File: config.mk
export PLATFORM = sky130hd
export DESIGN_NAME = pad_port
export DESIGN_NICKNAME = d
export VERILOG_FILES = /design/src/verilog/pad_pkg.sv /design/src/verilog/pad_pin_decode.sv /design/src/verilog/pad_in_gate.sv /design/src/verilog/pad_port.sv
export SDC_FILE = /design/constraint.sdc
export NUM_CORES = 1
export LEC_CHECK = 0
export BUFFER_PORTS_ARGS = -buffer_cell sky130_fd_sc_hd__clkbuf_2
export CORE_ASPECT_RATIO = 1.75
export CORE_MARGIN = 2
export CORE_UTILIZATION = 46
export CTS_BUF_LIST = sky130_fd_sc_hd__clkbuf_2
export DETAILED_ROUTE_END_ITERATION = 6
export GPL_TIMING_DRIVEN = 0
export PLACE_DENSITY = 0.86
export RECOVER_POWER = 50
export SLEW_MARGIN = 15
export SYNTH_ARGS = -nofsm -noshare
export SYNTH_HDL_FRONTEND = slang
export SYNTH_SLANG_ARGS = --single-unit
File: constraint.sdc
create_clock -name MCLK_I -period 1.65 [get_ports MCLK_I]
set_clock_uncertainty 0.15 [all_clocks]
set_input_delay 0.0825 -clock MCLK_I [delete_from_list [all_inputs] [get_ports MCLK_I]]
set_output_delay 0.0825 -clock MCLK_I [all_outputs]
set_load 0.03 [all_outputs]
File: src/verilog/pad_pkg.sv
package pad_pkg;

    localparam int NUM_PINS = 8;
    localparam int NUM_CHAN = 5;
    localparam int CHSEL_W  = 3;
    localparam int ADR_W    = 8;
    localparam int DAT_W    = 32;

    // word offsets on the register bus
    localparam logic [7:0] OFS_LATCH  = 8'h00;
    localparam logic [7:0] OFS_DIR    = 8'h04;
    localparam logic [7:0] OFS_ADSEL  = 8'h08;
    localparam logic [7:0] OFS_CHSEL  = 8'h0c;
    localparam logic [7:0] OFS_AMPCTL = 8'h10;
    localparam logic [7:0] OFS_PROHIB = 8'h14;
    localparam logic [7:0] OFS_LEVEL  = 8'h18;

    // reset values: all pins input direction, analog selection
    localparam logic [7:0] RST_LATCH  = 8'h00;
    localparam logic [7:0] RST_DIR    = 8'hff;
    localparam logic [7:0] RST_ADSEL  = 8'h00;
    localparam logic [2:0] RST_CHSEL  = 3'h0;
    localparam logic [7:0] RST_AMPCTL = 8'h00;
    localparam logic [7:0] RST_ANA_SW = 8'hff;

    // amplifier control fields
    localparam int         AMP_ZERO_POS_INPUT_EN_BIT = 7;
    localparam int         AMP_ONE_POS_INPUT_EN_BIT = 3;
    localparam logic [7:0] AMPCTL_MASK = 8'h88;

    typedef enum logic [1:0] {
        KIND_PLAIN,
        KIND_AMP_IN,
        KIND_AMP_OUT_EXCL,
        KIND_AMP_OUT
    } pad_kind_e;

    typedef struct packed {
        logic dig;
        logic dir_in;
        logic amp_en;
        logic hit;
    } pad_pin_cfg_s;

    typedef struct packed {
        logic oe;
        logic ibuf;
        logic ana;
        logic conv;
        logic amp;
        logic prohib;
    } pad_pin_ctl_s;

    function automatic pad_kind_e pin_kind(input int idx);
        case (idx)
            0, 2, 5, 7: pin_kind = KIND_AMP_IN;
            1:          pin_kind = KIND_AMP_OUT_EXCL;
            6:          pin_kind = KIND_AMP_OUT;
            default:    pin_kind = KIND_PLAIN;
        endcase
    endfunction : pin_kind

endpackage : pad_pkg

File: src/verilog/pad_pin_decode.sv
`timescale 1ns/1ps
`default_nettype none
module pad_pin_decode #(
    parameter pad_pkg::pad_kind_e KIND = pad_pkg::KIND_PLAIN
) (
    // pin configuration
    input  wire pad_pkg::pad_pin_cfg_s cfg_i,
    // decoded function
    output var  pad_pkg::pad_pin_ctl_s ctl_o
);

    pad_pkg::pad_pin_ctl_s next_ctl;

    always_comb begin
        next_ctl = '0;
        if (cfg_i.dig) begin
            // a selected channel would load the digital driver
            next_ctl.prohib = cfg_i.hit |
                ((KIND == pad_pkg::KIND_AMP_OUT_EXCL) & cfg_i.amp_en);
            if (!next_ctl.prohib) begin
                next_ctl.oe   = ~cfg_i.dir_in;
                next_ctl.ibuf = cfg_i.dir_in;
            end
        end else if (!cfg_i.dir_in) begin
            next_ctl.prohib = 1'b1;
        end else begin
            next_ctl.conv = cfg_i.hit;
            case (KIND)
                pad_pkg::KIND_AMP_IN: begin
                    next_ctl.amp = cfg_i.amp_en;
                    next_ctl.ana = ~cfg_i.amp_en | cfg_i.hit;
                end
                pad_pkg::KIND_AMP_OUT_EXCL,
                pad_pkg::KIND_AMP_OUT: begin
                    next_ctl.amp = cfg_i.amp_en;
                    next_ctl.ana = 1'b1;
                end
                default: begin
                    next_ctl.ana = 1'b1;
                end
            endcase
        end
    end

    assign ctl_o = next_ctl;

endmodule : pad_pin_decode
`default_nettype wire

File: src/verilog/pad_in_gate.sv
`timescale 1ns/1ps
`default_nettype none
module pad_in_gate #(
    parameter int WIDTH = 8
) (
    // clock and reset
    input  wire logic             clk_i,
    input  wire logic             rst_b_i,
    // pin levels and buffer enables
    input  wire logic [WIDTH-1:0] pin_i,
    input  wire logic [WIDTH-1:0] ibuf_en_i,
    // gated level
    output logic      [WIDTH-1:0] level_o
);

    // a disabled buffer reads zero, so a floating analog pin never toggles
    always_ff @(posedge clk_i) begin
        if (!rst_b_i) begin
            level_o <= '0;
        end else begin
            level_o <= pin_i & ibuf_en_i;
        end
    end

endmodule : pad_in_gate
`default_nettype wire

File: src/verilog/pad_port.sv
// Added by the designer: the address map and the Wishbone slave port.
`timescale 1ns/1ps
`default_nettype none
module pad_port #(
    parameter bit HAS_AMP = 1'b1
) (
    // clock and reset
    input  wire logic                         MCLK_I,
    input  wire logic                         RST_B_I,
    // wishbone slave
    input  wire logic                         WB_CYC_I,
    input  wire logic                         WB_STB_I,
    input  wire logic                         WB_WE_I,
    input  wire logic [pad_pkg::ADR_W-1:0]    WB_ADR_I,
    input  wire logic [3:0]                   WB_SEL_I,
    input  wire logic [pad_pkg::DAT_W-1:0]    WB_DAT_I,
    output logic      [pad_pkg::DAT_W-1:0]    WB_DAT_O,
    output logic                              WB_ACK_O,
    // pin side
    input  wire logic [pad_pkg::NUM_PINS-1:0] PIN_IN_I,
    output logic      [pad_pkg::NUM_PINS-1:0] PIN_OUT_O,
    output logic      [pad_pkg::NUM_PINS-1:0] PIN_OE_O,
    output logic      [pad_pkg::NUM_PINS-1:0] PIN_IBUF_EN_O,
    // converter mux and amplifiers
    output logic      [pad_pkg::NUM_PINS-1:0] ANALOG_SW_O,
    output logic      [pad_pkg::NUM_PINS-1:0] CONVERT_O,
    output logic      [pad_pkg::NUM_PINS-1:0] AMP_PIN_O,
    output logic      [pad_pkg::CHSEL_W-1:0]  CONV_CH_O,
    output logic                              AMP_ZERO_POS_INPUT_EN_O,
    output logic                              AMP_ONE_POS_INPUT_EN_O,
    output logic      [pad_pkg::NUM_PINS-1:0] PROHIB_O
);

    localparam int NP = pad_pkg::NUM_PINS;

    logic [NP-1:0]                 port_output_latch;
    logic [NP-1:0]                 pin_direction_reg;
    logic [NP-1:0]                 analog_digital_select_reg;
    logic [pad_pkg::CHSEL_W-1:0]   conversion_channel_select;
    logic [7:0]                    amplifier_control_reg;
    logic                          amp_zero_enable;
    logic                          amp_one_enable;
    logic [NP-1:0]                 hit;
    logic [NP-1:0]                 level;
    logic                          req;
    logic                          wr_en;
    pad_pkg::pad_pin_ctl_s [NP-1:0] ctl;
    logic [NP-1:0]                 ctl_oe;
    logic [NP-1:0]                 ctl_ibuf;
    logic [NP-1:0]                 ctl_ana;
    logic [NP-1:0]                 ctl_conv;
    logic [NP-1:0]                 ctl_amp;
    logic [NP-1:0]                 ctl_prohib;
    logic [pad_pkg::DAT_W-1:0]     next_rdata;

    // bus request: one wait state, ack drops the cycle after it rose
    assign req   = WB_CYC_I & WB_STB_I & ~WB_ACK_O;
    assign wr_en = req & WB_WE_I & WB_SEL_I[0];

    assign amp_zero_enable =
        amplifier_control_reg[pad_pkg::AMP_ZERO_POS_INPUT_EN_BIT];
    assign amp_one_enable  =
        amplifier_control_reg[pad_pkg::AMP_ONE_POS_INPUT_EN_BIT];

    always_ff @(posedge MCLK_I) begin
        if (!RST_B_I) begin
            WB_ACK_O <= 1'b0;
        end else begin
            WB_ACK_O <= req;
        end
    end

    // output latch
    always_ff @(posedge MCLK_I) begin
        if (!RST_B_I) begin
            port_output_latch <= pad_pkg::RST_LATCH;
        end else if (wr_en && WB_ADR_I == pad_pkg::OFS_LATCH) begin
            port_output_latch <= WB_DAT_I[NP-1:0];
        end
    end

    // direction, 1 = input
    always_ff @(posedge MCLK_I) begin
        if (!RST_B_I) begin
            pin_direction_reg <= pad_pkg::RST_DIR;
        end else if (wr_en && WB_ADR_I == pad_pkg::OFS_DIR) begin
            pin_direction_reg <= WB_DAT_I[NP-1:0];
        end
    end

    // analog or digital selection, 1 = digital
    always_ff @(posedge MCLK_I) begin
        if (!RST_B_I) begin
            analog_digital_select_reg <= pad_pkg::RST_ADSEL;
        end else if (wr_en && WB_ADR_I == pad_pkg::OFS_ADSEL) begin
            analog_digital_select_reg <= WB_DAT_I[NP-1:0];
        end
    end

    always_ff @(posedge MCLK_I) begin
        if (!RST_B_I) begin
            conversion_channel_select <= pad_pkg::RST_CHSEL;
        end else if (wr_en && WB_ADR_I == pad_pkg::OFS_CHSEL) begin
            conversion_channel_select <= WB_DAT_I[pad_pkg::CHSEL_W-1:0];
        end
    end

    // builds without amplifiers keep these bits at zero
    always_ff @(posedge MCLK_I) begin
        if (!RST_B_I) begin
            amplifier_control_reg <= pad_pkg::RST_AMPCTL;
        end else if (wr_en && WB_ADR_I == pad_pkg::OFS_AMPCTL) begin
            amplifier_control_reg <= HAS_AMP ?
                (WB_DAT_I[7:0] & pad_pkg::AMPCTL_MASK) : 8'h00;
        end
    end

    // per-pin function decode
    generate
        for (genvar i = 0; i < NP; i++) begin : g_pin
            localparam pad_pkg::pad_kind_e KIND = pad_pkg::pin_kind(i);
            pad_pkg::pad_pin_cfg_s cfg;

            // only the first channels reach pins; upper codes select none
            assign hit[i] = (i < pad_pkg::NUM_CHAN) &&
                (conversion_channel_select ==
                 pad_pkg::CHSEL_W'(i));
            assign cfg.dig    = analog_digital_select_reg[i];
            assign cfg.dir_in = pin_direction_reg[i];
            assign cfg.amp_en = (i < 4) ? amp_zero_enable
                                        : amp_one_enable;
            assign cfg.hit    = hit[i];

            pad_pin_decode #(
                .KIND (KIND)
            ) u_dec (
                .cfg_i (cfg),
                .ctl_o (ctl[i])
            );

            assign ctl_oe[i]     = ctl[i].oe;
            assign ctl_ibuf[i]   = ctl[i].ibuf;
            assign ctl_ana[i]    = ctl[i].ana;
            assign ctl_conv[i]   = ctl[i].conv;
            assign ctl_amp[i]    = ctl[i].amp;
            assign ctl_prohib[i] = ctl[i].prohib;
        end
    endgenerate

    // pin drivers, registered so the pads see no decode glitches
    always_ff @(posedge MCLK_I) begin
        if (!RST_B_I) begin
            PIN_OUT_O     <= '0;
            PIN_OE_O      <= '0;
            PIN_IBUF_EN_O <= '0;
        end else begin
            PIN_OUT_O     <= port_output_latch & ctl_oe;
            PIN_OE_O      <= ctl_oe;
            PIN_IBUF_EN_O <= ctl_ibuf;
        end
    end

    // analog side
    always_ff @(posedge MCLK_I) begin
        if (!RST_B_I) begin
            ANALOG_SW_O <= pad_pkg::RST_ANA_SW;
            CONVERT_O   <= '0;
            AMP_PIN_O   <= '0;
            PROHIB_O    <= '0;
            CONV_CH_O   <= pad_pkg::RST_CHSEL;
            AMP_ZERO_POS_INPUT_EN_O   <= 1'b0;
            AMP_ONE_POS_INPUT_EN_O   <= 1'b0;
        end else begin
            ANALOG_SW_O <= ctl_ana;
            CONVERT_O   <= ctl_conv;
            AMP_PIN_O   <= ctl_amp;
            PROHIB_O    <= ctl_prohib;
            CONV_CH_O   <= conversion_channel_select;
            AMP_ZERO_POS_INPUT_EN_O   <= amp_zero_enable;
            AMP_ONE_POS_INPUT_EN_O   <= amp_one_enable;
        end
    end

    pad_in_gate #(
        .WIDTH (NP)
    ) u_in_gate (
        .clk_i     (MCLK_I),
        .rst_b_i   (RST_B_I),
        .pin_i     (PIN_IN_I),
        .ibuf_en_i (PIN_IBUF_EN_O),
        .level_o   (level)
    );

    // read mux; unmapped words read zero and are still acknowledged
    always_comb begin
        next_rdata = '0;
        case (WB_ADR_I)
            pad_pkg::OFS_LATCH:  next_rdata[NP-1:0] = port_output_latch;
            pad_pkg::OFS_DIR:    next_rdata[NP-1:0] = pin_direction_reg;
            pad_pkg::OFS_ADSEL:
                next_rdata[NP-1:0] = analog_digital_select_reg;
            pad_pkg::OFS_CHSEL:
                next_rdata[pad_pkg::CHSEL_W-1:0] = conversion_channel_select;
            pad_pkg::OFS_AMPCTL: next_rdata[7:0] = amplifier_control_reg;
            pad_pkg::OFS_PROHIB: next_rdata[NP-1:0] = PROHIB_O;
            pad_pkg::OFS_LEVEL:  next_rdata[NP-1:0] = level;
            default:             next_rdata = '0;
        endcase
    end

    always_ff @(posedge MCLK_I) begin
        if (!RST_B_I) begin
            WB_DAT_O <= '0;
        end else if (req && !WB_WE_I) begin
            WB_DAT_O <= next_rdata;
        end
    end
endmodule : pad_port
`default_nettype wire

* Yosys cells after proc, flatten, opt, wreduce, memory -nomap -nowiden *
Index checks and enable logic that the tools add are counted.
W data, S select, Z words.

word-level totals
  flip-flop bits (word level) = 107
  input port bits = 57
  logic and storage cells = 152

cells by class
  equal/unequal tests = 10
  mux-type cells = 44
  bitwise gates (word level) = 26
  reductions and logical operators = 30

operators with widths
  operator              number
  $mux W3               16
  $reduce_or A3 Y1      13
  $pmux W5 S6           1
  $mux W2               13
  $eq A8 B5 Y1 const B  3
  $pmux W3 S6           1
  $not A1 Y1            17
  $and A8 B8 Y8         2
  $eq A8 B4 Y1 const B  2
  $mux W1               13
  $reduce_or A2 Y1      5
  $eq A8 B3 Y1 const B  1
  $logic_not A8 Y1      1
  $eq A3 B2 Y1 const B  2
  $logic_and A1 B1 Y1   6
  $reduce_and A2 Y1     3
  $and A1 B1 Y1         4
  $eq A3 B1 Y1 const B  1
  $eq A3 B3 Y1 const B  1
  $logic_not A3 Y1      1
  $or A1 B1 Y1          3
  $logic_not A1 Y1      1

* Depth between registers and ports, before layout *
  word-level depth = 5
  mapped depth = 7
  gate-level depth less buffers = 4

* Modules after synthesis *
Synthesis repeated with hierarchy kept, for this count alone.

second synthesis, totals
  cell total of the unflattened synthesis = 422
  area total of the unflattened synthesis = 4,461.8 um^2

by module, submodules not included
  module                                times used  cells an instance  area each (um^2)
  pad_port                              1           344                3,799.9
  pad_pin_decode at g_pin[0].u_dec ...  4           8                  60.1
  pad_in_gate                           1           16                 210.2
  pad_pin_decode at g_pin[3].u_dec ...  2           8                  55.1
  pad_pin_decode at g_pin[1].u_dec      1           7                  52.6
  pad_pin_decode at g_pin[6].u_dec      1           7                  48.8

* Least setup slack after synthesis *
Ideal clock, no wire load.

  path kind = register -> register
  start = register WB_ACK_O
  end = register analog_digital_select_reg[5]
  library setup time = 0.070 ns
  data arrival time = 1.602 ns
  data required time = 1.430 ns
  path slack = -0.173 ns
  cell stages (with the launch flop) = 6
  buffers on the path = 1
  period minus slack after synthesis = 1.823 ns
  path through = dfxtp_1 > nand3b_4 > nor3_1 > clkbuf_1 > nand3_1 > a21oi_1

between the ends
  cells in the longest elaborated chain, start to end = 5

ends and longest elaborated chain
  what                        line            RTL
  start: declaration          pad_port.sv:18  output logic WB_ACK_O,
  start signal: assignment    pad_port.sv:69  WB_ACK_O <= req;
  $not A1 Y1                  pad_port.sv:57  assign req = WB_CYC_I & WB_STB_I & ~WB_ACK_O;
  $and A1 B1 Y1               pad_port.sv:57
  $and A1 B1 Y1 (2 in a row)  pad_port.sv:58  assign wr_en = req & WB_WE_I & WB_SEL_I[0];
  $logic_and A1 B1 Y1         pad_port.sv:95  end else if (wr_en && WB_ADR_I == pad_pkg::OFS_ADSEL) begin
  end signal: assignment      pad_port.sv:94  analog_digital_select_reg <= pad_pkg::RST_ADSEL;
  end signal: assignment      pad_port.sv:96  analog_digital_select_reg <= WB_DAT_I[NP-1:0];
  end: declaration            pad_port.sv:38  logic [NP-1:0] analog_digital_select_reg;

Every way passes these cells.
A chain may end at the register's enable or synchronous reset.

* Final worst setup path *
  start = register WB_ACK_O
  end = register port_output_latch[1]

between the ends
  cells in the longest elaborated chain, start to end = 5

ends and longest elaborated chain
  what                        line            RTL
  $not A1 Y1                  pad_port.sv:57
  $and A1 B1 Y1               pad_port.sv:57
  $and A1 B1 Y1 (2 in a row)  pad_port.sv:58
  $logic_and A1 B1 Y1         pad_port.sv:77  end else if (wr_en && WB_ADR_I == pad_pkg::OFS_LATCH) begin
  end signal: assignment      pad_port.sv:76  port_output_latch <= pad_pkg::RST_LATCH;
  end signal: assignment      pad_port.sv:78  port_output_latch <= WB_DAT_I[NP-1:0];
  end: declaration            pad_port.sv:36  logic [NP-1:0] port_output_latch;

Every way passes these cells.

==> results.json <==
{
  "path_max_fanout": 5,
  "totalNegativeSetupSlack_ps": -557,
  "power_leakage_nw": 2.44,
  "cts_sinks": 102,
  "utilization_pct": 63.2,
  "drc": 0,
  "drt_pass1_iterations": 5,
  "hold_path.class": "input pin to register",
  "synth_area_per_cell_um2": 9.03,
  "period_needed_ps": 1720,
  "fin_area_um2": 5440,
  "viasPerCell": 5.38,
  "outcome": "complete, but fails checks",
  "worst_hold_slack_ps": -199,
  "grt_max_degree": 17,
  "fillers": 744,
  "synth_top_area_share_pct": 50.6,
  "grt_pass1_wl_um": 20200,
  "synthCells": 447,
  "finalSetupViolCount": 10,
  "yosysTopAreaCell": "dfxtp_1",
  "drive_above_1_share_pct": 28.3,
  "worstPathArrival_ps": 2080,
  "crit_type": "register to register",
  "synth_warnings": 0,
  "synth-main-ff-cell": "dfxtp_1",
  "irDropWorstVdd_mv": 0.491,
  "tightest_slew_ps": 702,
  "slew_violations": 0,
  "cts_max_path_buffers": 2,
  "via_count": 3995,
  "placed_cell_area_um2": 4760,
  "critPathLaunchType": "register",
  "rsz0062_at_grt": "true",
  "grt_pass1_vias": 3916,
  "antenna_found_initial": 1,
  "ys_types": 50,
  "dpl.hpwl_um": 9220,
  "clkSlewWorstSetupHoldPaths_ps": 250,
  "instances_no_fill": 743,
  "nets": 677,
  "io_buffer_count": 92,
  "start_util_pct": 46.9,
  "route.detailed.wl_per_inst_um": 18.0,
  "min_period_over_period_pct": 104,
  "synth_edf_count": 0,
  "hold_viol": 13,
  "synth.yosys.seq_area_share_pct": 50.6,
  "final_cell_mix": "dfxtp_1, clkbuf_2, nand3_1",
  "seqCellArea_um2": 2050,
  "core_um2": 8610,
  "critPathCaptureType": "register",
  "multi_input_area_um2": 1840,
  "slew_headroom_pct": 53.2,
  "ant_nets": 0,
  "die_height_um": 128,
  "gp_congestion": 0.940,
  "die-area_um2": 9570,
  "worst_slack_ps": -72.9,
  "rows": 45,
  "overflow": 0,
  "cts_made_buffers": 9,
  "dp.cells": 684,
  "cts_root_buf": "clkbuf_2",
  "synthTopCellsByArea": "dfxtp_1, nand3_1, buf_4",
  "syn_area_um2": 4040,
  "totalWireLength_um": 13400,
  "htree_num_levels": 3,
  "required_ps": 2010,
  "fmax_ghz": 0.580,
  "cap_violations": 0,
  "io_pins": 151,
  "synthArstFlopShare_pct": 0,
  "p_per_area_nw_per_um2": 756,
  "clk_latency_ps": 610,
  "drt_iter0_markers": 382,
  "final_common_cell": "dfxtp_1",
  "track_usage_pct": 28.6,
  "die_x_um": 74.8,
  "syn_to_final_growth_pct": 34.8,
  "ys_ff_latch": 102,
  "cts_tree": "yes",
  "violations": "negative hold slack, negative setup slack"
}
[metal layers]
layer / track usage, % / up-vias / share of wire, %
met4: 16.5 / 0 / 5.3
met2: 49.1 / 209 / 52
met5: 0 / - / 0
met1: 32.2 / 1869 / 37
met3: 4.72 / 53 / 5.8
li1: - / 1864 / -
[worst paths after layout]
path	start	end	slack, ps	cells past startpoint
worst max-delay path	WB_ACK_O$_SDFF_PN0_	port_output_latch[1]$_SDFFE_PN0P_	-70	5
worst max register to register	WB_ACK_O$_SDFF_PN0_	port_output_latch[1]$_SDFFE_PN0P_	-70	5
worst min register to register	PIN_IBUF_EN_O[0]$_SDFF_PP0_	u_in_gate.level_o[0]$_SDFF_PN0_	320	1
worst min-delay path	RST_B_I	CONVERT_O[1]$_SDFF_PP0_	-200	3
[critical path, cell delays in order (launching register included)]
cell      delay, ps
dfxtp_2         380
nand3b_4        190
or4_4           550
buf_8           160
o21ai_2         110
a21oi_1          80
[cell usage after synthesis, drive strengths merged, types with 2 or more instances]
library cell / number
nand3: 44
nand2b: 10
o21ai: 41
nor3b: 2
nand2: 23
or3b: 2
buf: 36
or2: 2
nor3: 17
nor4b: 2
nor2: 23
mux2i: 10
a21oi: 31
and3b: 2
a31oi: 2
clkbuf: 18
nand3b: 7
and2: 11
or3: 4
and3: 15
nand4: 2
clkinv: 2
dfxtp: 102
or4b: 2
o22ai: 8
mux2: 3
a32oi: 2
inv: 9
nor4: 3
a21o: 2
[through the flow]
| stage | power, mW | setup WS [ps] |
|---|---|---|
| global placement | 2.91 | -401 |
| floorplan | 2.79 | -24.4 |
| global route | 4.24 | -113 |
| finish | 4.11 | -72.9 |
| CTS | 4.10 | -87.9 |
| detailed placement | 2.91 | -429 |
[where the power goes]
group          leakage (nW)  internal (mW)  switching [mW]
Sequential            0.824           2.48         0.00342
Clock                0.0707          0.341           0.816
Combinational          1.55          0.177           0.298
[area by class of cell]
type                       instances  area share [%]
multi-input combinational        308            33.9
clock inverter                     7            1.20
tap                              117            2.69
clock buffer                       9           0.828
inverter                          11           0.759
timing repair buffer             136            16.3
antenna                            1          0.0460
buffer                            52            6.62
sequential                       102            37.6
[kinds of logic (layout without fill, tap and decap cells)]
kind of cell,after synthesis,count (layout),share of synthesized area [%]
and+or+nand+nor,173,173,23.9
buffers and inverters,65,215,9.24
DFF,102,102,50.6
other,1,30,0.0929
muxes,13,13,3.32
AOI/OAI and AO/OA,93,93,12.8
[repair_timing]
| action | in CTS | in global routing |
|---|---|---|
| gates cloned | 1 | 1 |
| setup buffers | 5 | 3 |
| hold buffers | 33 | 2 |
| endpoints found under the hold margin | 62 | 22 |
| setup endpoints to repair | 33 | 29 |
| resized for setup | 36 | 28 |
| pin swaps | 19 | 9 |
(Power assumes the default switching activity.)
